`config.mk`:
```
export PLATFORM = sky130hd
export DESIGN_NAME = apoc_ctl
export DESIGN_NICKNAME = d
export VERILOG_FILES = /design/src/pkg/apoc_pkg.sv /design/src/core/apoc_ctl.sv
export SDC_FILE = /design/constraint.sdc
export NUM_CORES = 1
export LEC_CHECK = 0
export ABC_AREA = 1
export ABC_CLOCK_PERIOD_IN_PS = 1900
export BUFFER_PORTS_ARGS = -buffer_cell sky130_fd_sc_hd__buf_4
export CAP_MARGIN = 5
export CORE_MARGIN = 2
export CORE_UTILIZATION = 40
export DETAILED_ROUTE_END_ITERATION = 10
export PLACE_DENSITY = 0.76
export SLEW_MARGIN = 25
export SYNTH_ARGS = -nofsm -noshare
export SYNTH_HDL_FRONTEND = slang
export SYNTH_SLANG_ARGS = --single-unit
```
`constraint.sdc`:
```
create_clock -name i_sys_clk -period 1.9 [get_ports i_sys_clk]
set_input_delay 0.19 -clock i_sys_clk [delete_from_list [all_inputs] [get_ports i_sys_clk]]
set_output_delay 0.19 -clock i_sys_clk [all_outputs]
set_load 0.1 [all_outputs]
```
`src/pkg/apoc_pkg.sv`:
```
// package: register map, field positions and carrier types of the alarm/calibration control
package apoc_pkg;

   // ************************************************************
   // register offsets (byte addresses of the serial register port)
   // ************************************************************
   localparam logic [7:0] APOC_REG_CTRL   = 8'h00;
   localparam logic [7:0] APOC_REG_CAL    = 8'h88;
   localparam logic [7:0] APOC_REG_PINS   = 8'h89;
   localparam logic [7:0] APOC_REG_STAT   = 8'h8A;
   localparam logic [7:0] APOC_REG_SKEW5  = 8'h90;
   localparam logic [7:0] APOC_CAL_LAST   = 8'h38;

   // ************************************************************
   // field positions
   // ************************************************************
   localparam int APOC_CTRL_ALWAYS_ON  = 0;
   localparam int APOC_CAL_SKEW_PRES   = 0;
   localparam int APOC_CAL_TRIGGER     = 1;
   localparam int APOC_CAL_OUT_CFG     = 2;
   localparam int APOC_PIN_INV_EN_LO   = 0;
   localparam int APOC_PIN_INV_POL     = 3;
   localparam int APOC_PIN_INT_EN      = 4;
   localparam int APOC_PIN_INTERRUPT_POLARITY     = 5;
   localparam int APOC_PIN_ALM_EN      = 6;
   localparam int APOC_STAT_FIRST_CAL  = 0;
   localparam int APOC_STAT_GOOD_CAL   = 1;
   localparam int APOC_STAT_RECAL      = 2;
   localparam int APOC_STAT_LOCK_LOSS  = 3;
   localparam int APOC_STAT_CAL_BUSY   = 4;

   // ************************************************************
   // widths and reset values
   // ************************************************************
   localparam int          APOC_NUM_INPUTS  = 3;
   localparam int          APOC_NUM_OUTPUTS = 5;
   localparam logic [7:0]  APOC_SKEW5_RST   = 8'h00;
   localparam logic [7:0]  APOC_ZERO_BYTE   = 8'h00;

   // ************************************************************
   // carrier types
   // ************************************************************
   typedef struct packed {
      logic [APOC_NUM_INPUTS-1:0] inv_en;
      logic                       inv_pol;
      logic                       int_en;
      logic                       interrupt_polarity;
      logic                       alm_en;
   } apoc_pins_s;

   typedef struct packed {
      logic always_on;
      logic skew_pres;
      logic out_cfg;
   } apoc_cal_cfg_s;

   typedef struct packed {
      logic       wr;
      logic       rd;
      logic [7:0] addr;
      logic [7:0] data;
   } apoc_reg_req_s;

endpackage

```
`src/core/apoc_ctl.sv`:
```
// module: status/alarm pins, output enables and calibration gating of the clock multiplier
`timescale 1ns/100ps

module apoc_ctl
   import apoc_pkg::*;
#(
   parameter int NUM_IN  = APOC_NUM_INPUTS,
   parameter int NUM_OUT = APOC_NUM_OUTPUTS
) (
   // clock and reset
   input  wire logic                i_sys_clk,
   input  wire logic                i_rst,
   input  wire logic                i_hw_rst_n,
   // register port
   input  wire apoc_reg_req_s       i_reg,
   output logic [7:0]               o_rd_data,
   output logic                     o_rd_valid,
   // calibration core
   output logic                     o_cal_start,
   input  wire logic                i_cal_done,
   input  wire logic                i_lock_loss,
   // output control
   output logic [NUM_OUT-1:0]       o_clk_out_en,
   output logic                     o_skew_preserve,
   output logic signed [7:0]        o_skew5_offset,
   output logic                     o_skew5_valid,
   // alarm sources
   input  wire logic [NUM_IN-1:0]   i_input_bad,
   input  wire logic                i_irq_req,
   input  wire logic                i_summary_alarm,
   // pins
   output logic [NUM_IN-1:0]        o_inv_pin,
   output logic [NUM_IN-1:0]        o_inv_pin_oe,
   output logic                     o_interrupt_alarm_pin_pin,
   output logic                     o_interrupt_alarm_pin_pin_oe
);

   // ************************************************************
   // hardware reset pin synchroniser
   // ************************************************************
   logic [2:0] rst_sync;
   logic       hw_rst;
   logic       next_hw_rst;

   always_comb begin
      next_hw_rst = hw_rst;
      if (rst_sync[1] == rst_sync[2]) begin
         next_hw_rst = ~rst_sync[2];
      end
   end

   always_ff @(posedge i_sys_clk or posedge i_rst) begin
      if (i_rst) begin
         rst_sync <= 3'h0;
         hw_rst   <= 1'b1;
      end else begin
         rst_sync <= {rst_sync[1:0], i_hw_rst_n};
         hw_rst   <= next_hw_rst;
      end
   end

   // ************************************************************
   // registers and calibration state
   // ************************************************************
   apoc_cal_cfg_s cfg;
   apoc_cal_cfg_s next_cfg;
   apoc_pins_s    pins;
   apoc_pins_s    next_pins;
   logic [7:0]    skew5;
   logic [7:0]    next_skew5;
   logic          cal_start;
   logic          next_cal_start;
   logic          cal_busy;
   logic          next_cal_busy;
   logic          first_cal;
   logic          next_first_cal;
   logic          good_cal;
   logic          next_good_cal;
   logic          recal;
   logic          next_recal;
   logic [7:0]    rd_data;
   logic [7:0]    next_rd_data;
   logic          rd_valid;
   logic          next_rd_valid;
   logic [7:0]    stat_byte;
   logic          cal_addr_hit;

   always_comb begin
      stat_byte                      = APOC_ZERO_BYTE;
      stat_byte[APOC_STAT_FIRST_CAL] = first_cal;
      stat_byte[APOC_STAT_GOOD_CAL]  = good_cal;
      stat_byte[APOC_STAT_RECAL]     = recal;
      stat_byte[APOC_STAT_LOCK_LOSS] = i_lock_loss;
      stat_byte[APOC_STAT_CAL_BUSY]  = cal_busy;
      cal_addr_hit = i_reg.wr && (i_reg.addr <= APOC_CAL_LAST);
   end

   always_comb begin
      next_cfg       = cfg;
      next_pins      = pins;
      next_skew5     = skew5;
      next_cal_start = 1'b0;
      next_cal_busy  = cal_busy;
      next_first_cal = first_cal;
      next_good_cal  = good_cal;
      next_recal     = recal;
      next_rd_data   = rd_data;
      next_rd_valid  = 1'b0;
      if (i_reg.wr) begin
         case (i_reg.addr)
            APOC_REG_CTRL: begin
               next_cfg.always_on = i_reg.data[APOC_CTRL_ALWAYS_ON];
            end
            APOC_REG_CAL: begin
               next_cfg.skew_pres = i_reg.data[APOC_CAL_SKEW_PRES];
               next_cfg.out_cfg   = i_reg.data[APOC_CAL_OUT_CFG];
               next_cal_start     = i_reg.data[APOC_CAL_TRIGGER];
            end
            APOC_REG_PINS: begin
               next_pins.inv_en  = i_reg.data[APOC_PIN_INV_EN_LO +: NUM_IN];
               next_pins.inv_pol = i_reg.data[APOC_PIN_INV_POL];
               next_pins.int_en  = i_reg.data[APOC_PIN_INT_EN];
               next_pins.interrupt_polarity = i_reg.data[APOC_PIN_INTERRUPT_POLARITY];
               next_pins.alm_en  = i_reg.data[APOC_PIN_ALM_EN];
            end
            APOC_REG_SKEW5: begin
               next_skew5 = i_reg.data;
            end
            default: begin
               next_skew5 = skew5;
            end
         endcase
      end
      if (i_reg.rd) begin
         next_rd_valid = 1'b1;
         case (i_reg.addr)
            APOC_REG_CTRL: begin
               next_rd_data                      = APOC_ZERO_BYTE;
               next_rd_data[APOC_CTRL_ALWAYS_ON] = cfg.always_on;
            end
            APOC_REG_CAL: begin
               next_rd_data                     = APOC_ZERO_BYTE;
               next_rd_data[APOC_CAL_SKEW_PRES] = cfg.skew_pres;
               next_rd_data[APOC_CAL_OUT_CFG]   = cfg.out_cfg;
            end
            APOC_REG_PINS: begin
               next_rd_data                                 = APOC_ZERO_BYTE;
               next_rd_data[APOC_PIN_INV_EN_LO +: NUM_IN]   = pins.inv_en;
               next_rd_data[APOC_PIN_INV_POL]               = pins.inv_pol;
               next_rd_data[APOC_PIN_INT_EN]                = pins.int_en;
               next_rd_data[APOC_PIN_INTERRUPT_POLARITY]               = pins.interrupt_polarity;
               next_rd_data[APOC_PIN_ALM_EN]                = pins.alm_en;
            end
            APOC_REG_STAT: begin
               next_rd_data = stat_byte;
            end
            APOC_REG_SKEW5: begin
               next_rd_data = skew5;
            end
            default: begin
               next_rd_data = APOC_ZERO_BYTE;
            end
         endcase
      end
      // calibration progress
      if (i_cal_done && cal_busy) begin
         next_cal_busy  = 1'b0;
         next_first_cal = 1'b1;
      end
      if (cal_start) begin
         next_cal_busy = 1'b1;
         next_recal    = 1'b0;
      end
      if (first_cal && !cal_busy && !i_lock_loss) begin
         next_good_cal = 1'b1;
      end
      // a configuration write in the calibration range beats the clear
      if (cal_addr_hit) begin
         next_recal = 1'b1;
      end
   end

   always_ff @(posedge i_sys_clk or posedge i_rst) begin
      if (i_rst) begin
         cfg       <= '0;
         pins      <= '0;
         skew5     <= APOC_SKEW5_RST;
         cal_start <= 1'b0;
         cal_busy  <= 1'b0;
         first_cal <= 1'b0;
         good_cal  <= 1'b0;
         recal     <= 1'b0;
         rd_data   <= APOC_ZERO_BYTE;
         rd_valid  <= 1'b0;
      end else if (hw_rst) begin
         cfg       <= '0;
         pins      <= '0;
         skew5     <= APOC_SKEW5_RST;
         cal_start <= 1'b0;
         cal_busy  <= 1'b0;
         first_cal <= 1'b0;
         good_cal  <= 1'b0;
         recal     <= 1'b0;
         rd_data   <= APOC_ZERO_BYTE;
         rd_valid  <= 1'b0;
      end else begin
         cfg       <= next_cfg;
         pins      <= next_pins;
         skew5     <= next_skew5;
         cal_start <= next_cal_start;
         cal_busy  <= next_cal_busy;
         first_cal <= next_first_cal;
         good_cal  <= next_good_cal;
         recal     <= next_recal;
         rd_data   <= next_rd_data;
         rd_valid  <= next_rd_valid;
      end
   end

   // ************************************************************
   // output gating and pins
   // ************************************************************
   logic               next_out_on;
   logic               out_on;
   logic [NUM_IN-1:0]  next_inv_pin;
   logic [NUM_IN-1:0]  inv_pin;
   logic               next_int_pin;
   logic               int_pin;
   logic               next_int_oe;
   logic               int_oe;

   always_comb begin
      if (cfg.always_on) begin
         next_out_on = 1'b1;
      end else if (cfg.skew_pres) begin
         next_out_on = good_cal;
      end else begin
         next_out_on = first_cal;
      end
      if (hw_rst) begin
         next_out_on = 1'b0;
      end
      next_inv_pin = pins.inv_pol ? i_input_bad : ~i_input_bad;
      if (pins.int_en) begin
         next_int_pin = pins.interrupt_polarity ? i_irq_req : ~i_irq_req;
         next_int_oe  = 1'b1;
      end else if (pins.alm_en) begin
         next_int_pin = pins.inv_pol ? i_summary_alarm : ~i_summary_alarm;
         next_int_oe  = 1'b1;
      end else begin
         next_int_pin = 1'b0;
         next_int_oe  = 1'b0;
      end
   end

   always_ff @(posedge i_sys_clk or posedge i_rst) begin
      if (i_rst) begin
         out_on  <= 1'b0;
         inv_pin <= '0;
         int_pin <= 1'b0;
         int_oe  <= 1'b0;
      end else begin
         out_on  <= next_out_on;
         inv_pin <= next_inv_pin;
         int_pin <= next_int_pin;
         int_oe  <= next_int_oe;
      end
   end

   assign o_clk_out_en     = {NUM_OUT{out_on}};
   assign o_skew_preserve  = cfg.skew_pres;
   assign o_skew5_offset   = skew5;
   assign o_skew5_valid    = ~cfg.out_cfg;
   assign o_inv_pin        = inv_pin;
   assign o_inv_pin_oe     = pins.inv_en;
   assign o_interrupt_alarm_pin_pin    = int_pin;
   assign o_interrupt_alarm_pin_pin_oe = int_oe;
   assign o_cal_start      = cal_start;
   assign o_rd_data        = rd_data;
   assign o_rd_valid       = rd_valid;
endmodule

```
# After elaboration in Yosys (flattened, before gate mapping)
# Cells that the tools add are included.
totals:
  ff_bits: 42
  inputBits: 28
  out_inout_bits: 33
  wordCells: 92
op_classes:
  n_lt_le_gt_ge: 1
  n_eq_ne: 5
  muxes: 38
  n_bitwise: 5
  reduce_logical: 21
ops:
  columns: ["cell", "count"]
  rows:
  - ["2-to-1 mux 8 bit", 5]
  - ["one-hot mux 8 bit (5 select lines)", 1]
  - ["== test 8 bit (second input constant)", 4]
  - ["2-to-1 mux 1 bit", 25]
  - ["2-to-1 mux 7 bit", 3]
  - ["nonzero test 2 bit", 8]
  - ["2-to-1 mux 3 bit", 3]
  - ["<= comparator 8 x 6 -> 1 bit (second input constant)", 1]
  - ["logical NOT 8 bit", 1]
  - ["AND reduction 2 bit", 4]
  - ["nonzero test 3 bit", 2]
  - ["logical AND 1 bit", 4]
  - ["inverter 1 bit", 4]
  - ["inverter 3 bit", 1]
  - ["logical NOT 1 bit", 2]
  - ["2-to-1 mux 2 bit", 1]
  - ["== test 1 bit", 1]

# Depth between registers and ports, before layout
logic_depth:
  ltp_word: 5
  mapped_depth: 10
  ltp_nobuf: 9

# Worst setup path before layout
# Ideal clock, no wire load.
synth_timing:
  kind: "register to register"
  start: "register cfg, in the netlist o_skew_preserve"
  end: "register out_on"
  setup_time_ps: 120
  t_arrival_ps: 1327
  required_time_ps: 1780
  slack_ps: 454
  path_stages_with_launch: 4
  path_buffers: 0
  period_less_slack_ps: 1446
  cell_sequence: "dfrtp_1 > o21ai_0 > o21ai_0 > inv_1"
synth_via:
  elab_chain_len: 3
synth_rtl:
  columns: ["element", "line", "rtl"]
  rows:
  - ["start, declared", "apoc_ctl.sv:65", "apoc_cal_cfg_s cfg;"]
  - ["start signal, assigned", "apoc_ctl.sv:207", "cfg <= next_cfg;"]
  - ["2-to-1 mux 1 bit", "apoc_ctl.sv:235", "end else if (cfg.skew_pres) begin"]
  - ["2-to-1 mux 1 bit", "apoc_ctl.sv:233", "if (cfg.always_on) begin"]
  - ["2-to-1 mux 1 bit", "apoc_ctl.sv:240", "if (hw_rst) begin"]
  - ["via next_out_on", "apoc_ctl.sv:223", "logic next_out_on;"]
  - ["end signal, assigned", "apoc_ctl.sv:263", "out_on <= next_out_on;"]
  - ["end, declared", "apoc_ctl.sv:224", "logic out_on;"]
# The timed path passes the listed nets, and every way through them passes these cells.
# A chain may end at the register's enable or synchronous reset.

# Worst setup path in the final report
layout_timing:
  start: "register hw_rst"
  end: "register skew5[4] (netlist: o_skew5_offset[4])"
layout_via:
  elab_chain_len: 2
  elab_cells_between_ends: 4
  classes_between: "mux (1); reduce/logical (3)"
layout_rtl:
  columns: ["element", "line", "rtl"]
  rows:
  - ["start, declared", "apoc_ctl.sv:42", "logic hw_rst;"]
  - ["start signal, assigned", "apoc_ctl.sv:58", "hw_rst <= next_hw_rst;"]
  - ["nonzero test 2 bit (no line)", null, null]
  - ["AND reduction 2 bit (no line)", null, null]
  - ["end signal, assigned", "apoc_ctl.sv:209", "skew5 <= next_skew5;"]
  - ["end, declared", "apoc_ctl.sv:69", "logic [7:0] skew5;"]
# Several ways; a longest one is shown, not always the timed one.

==> impl_metrics.csv <==
group,metric,value,unit
global_route,grt_pass1_wl,7831,um
power,powerDensity,925.0,nW/um^2
synthesis,synth.most_common_cell,"nand2_1",
setup_path,worstPathMaxFanout,16,
clock_network,cts_made_buffers,5,
place,globalplace.congestion,0.8858,
timing,skew,0.004901,ns
routing,vias,1703,
setup_path,r2r_cells,4,
setup_path,crit_start,"hw_rst",
routing,drt-vias-per-instance,4.666,
hold_path,min_path_type,"primary input to asynchronous set/reset pin",
synthesis,avgSynthCellArea,8.890,sq um
synthesis,synth_cells,238,
place,io_buffers,60,
setup_path,required,2.12,ns
synthesis,ys.flop_type,"dfrtp_1",
synthesis,ys_seq_area_frac,0.4973,
synthesis,synth_top_cell_by_area,"dfrtp_1",
routing,drtIter0Drc,115,
synthesis,synth_fp_nets,266,
cells_and_area,layout.nets,322,
run_status,status,"complete, no violations",
synthesis,synth.distinct_cells,25,
timing,final_hold_viol_count,0,
clock_network,clk_path_buf_depth,2,
routing,dr.pass1.iters,4,
power,p_leak,0.001349,uW
timing,min_period,1.323,ns
clock_network,cts_resized,0,
global_route,grt_pass1_vias,1682,
global_route,antenna_found_initial,0,
floorplanning,initial_core_util,0.4143,
floorplanning,io_pins,61,
floorplanning,core-area,5107,sq um
synthesis,syn_area,2116,sq um
clock_network,clock_latency,0.29,ns
setup_path,crit_path_end_kind,"flop",
synthesis,synth_top_area_frac,0.4849,
global_route,grt_max_degree,43,
cells_and_area,n_antenna_cell,0,
clock_network,cts_root_buf,"clkbuf_8",
floorplanning,num_rows,26,
cells_and_area,area_growth,26.32,%
setup_path,arrival,1.54,ns
synthesis,synth_edf_count,0,
setup_path,r2r_slack,0.58,ns
floorplanning,die_h,76.73,um
setup_path,path_class,"flop to flop",
global_route,track_usage,0.1670,
clock_network,clkTransAtPathRegs,0.08,ns
place,hpwl,3442,um
synthesis,ys_seq_elements,42,
global_route,grt_overflow,0,
setup_path,worstReg2RegEnd,"o_skew5_offset[4]",
cells_and_area,drive_gt1_frac,0.3661,
power,vdd_drop_max,0.5686,mV
timing,holdWs,0.01845,ns
timing,slew_violations,0,
flow_run,max_cap_viol_count,0,
cells_and_area,final_util,0.5233,
synthesis,synth.area.top_cells,"dfrtp_1 (48%), nand2_1 (12%), o21ai_2 (6.2%)",
clock_network,clock_sinks,42,
floorplanning,die_area,5887,sq um
synthesis,synthTopCellsByCount,"nand2_1 (69), dfrtp_1 (41), inv_1 (23)",
clock_network,cts_tree,"yes",
timing,fin_crit_sh,0.6965,
timing,setup_violations,0,
clock_network,htreeDepth,2,
setup_path,crit_path_start_kind,"flop",
floorplanning,chipWidth,76.73,um
routing,postRouteAntennaNets,0,
setup_path,r2r_start,"hw_rst",
synthesis,synthArstFlopShare,1.000,
timing,fin_setup_tns,0,ns
routing,routed_wl,4553,um
routing,wl_per_cell,12.47,um
timing,rsz0062_at_grt,"no",
timing,timing.fmax,755.7,MHz
timing,worst_slew_pin_slew,0.5407,ns
timing,relSlewSlack,0.6395,
synthesis,yosysWarnings,0,
setup_path,cp-endpoint,"o_skew5_offset[4]",
routing,drc_errors,0,
registers in the layout, indices dropped and copies added, names as in the netlist:
name,count
o_cal_start,1
cfg,2
cal_busy,1
good_cal,1
first_cal,1
o_skew5_offset,8
rst_sync,3
o_interrupt_alarm_pin_pin,1
o_skew_preserve,1
o_inv_pin_oe,3
o_rd_data,8
recal,1
o_rd_valid,1
hw_rst,1
pins,4
o_inv_pin,3
out_on,1
o_interrupt_alarm_pin_pin_oe,1
worst min-delay path by stage:
stage,endpoint,from,depth (start not counted)
2_1_floorplan,rst_sync[0],i_hw_rst_n,0
6_report,o_rd_valid,i_rst,3
4_1_cts,o_inv_pin_oe[1],i_rst,3
5_1_grt,o_inv_pin[1],i_input_bad[1],2
3_3_place_gp,rst_sync[0],i_hw_rst_n,1
3_5_place_dp,rst_sync[0],i_hw_rst_n,1
power by group:
group          switching [uW]  leakage, uW  internal, uW
Combinational             577     0.000744           172
Clock                     306    0.0000514           392
Sequential               60.4     0.000554           965
Total                     943      0.00135          1530
placed cells by master, fill, tap and decap left out:
cell type,n
nor2_1,9
clkinvlp_4,1
nand2_2,8
o22ai_1,2
o21ai_0,8
a21oi_4,1
clkbuf_8,5
nor2_4,6
inv_1,23
xnor2_1,3
clkbuf_1,1
dfrtp_1,41
xor2_1,1
o211ai_1,2
nand4_1,3
dfstp_2,1
o21ai_2,15
inv_2,3
a21oi_1,4
nand2_1,69
a31oi_4,1
buf_4,62
o21ai_1,2
nand3_1,18
nand3_2,1
dlygate4sd3_1,1
bufinv_16,1
nor2_2,3
layout make-up:
class / count / area (sq um)
Clock buffer: 6 / 72.57
Clock inverter: 2 / 37.54
Fill cell: 478 / 2435
Inverter: 26 / 97.59
Multi-Input combinational cell: 156 / 849.6
Sequential cell: 42 / 1052
Tap cell: 70 / 87.58
Timing Repair Buffer: 63 / 475.5
stage by stage:
step / worst slack, ns / cells / total power, uW / cell area [sq um]
after floorplan: 0.4538 / 238 / 1622 / 2116
after global placement: 0.4878 / 356 / 1787 / 2552
after detailed placement: 0.4823 / 356 / 1792 / 2552
after CTS: 0.5603 / 365 / 2486 / 2673
after global routing: 0.4968 / 365 / 2570 / 2673
final: 0.5767 / 365 / 2472 / 2673
kinds of logic (layout without fill, tap and decap cells):
family	Yosys count	after routing	synth area share
xor gates and xnor gates	4	4	0.01656
buffers and inverters	40	97	0.1011
and+or+nand+nor	117	117	0.2590
AOI/OAI and AO/OA	35	35	0.1260
DFF	42	42	0.4973
repair_timing:
action / in CTS / in global routing
endpoints found under the hold margin: 1 / 0
setup buffers: 0 / 0
endpoints found under the setup margin: 0 / 0
hold buffers: 1 / 0
critical path, cell delays in order (launching register included):
cell and delay, ns:
dfstp_2 0.38, buf_4 0.19, a31oi_4 0.46, nand2_1 0.14, o21ai_2 0.08
metal layers:
layer	track usage	share of wire	up-vias
li1	-	-	861
met1	0.2125	0.44	773
met2	0.2711	0.48	60
met3	0.04471	0.060	9
met4	0.06545	0.018	0
met5	0	0	-
Note: power is estimated with default switching activity, not from simulation.
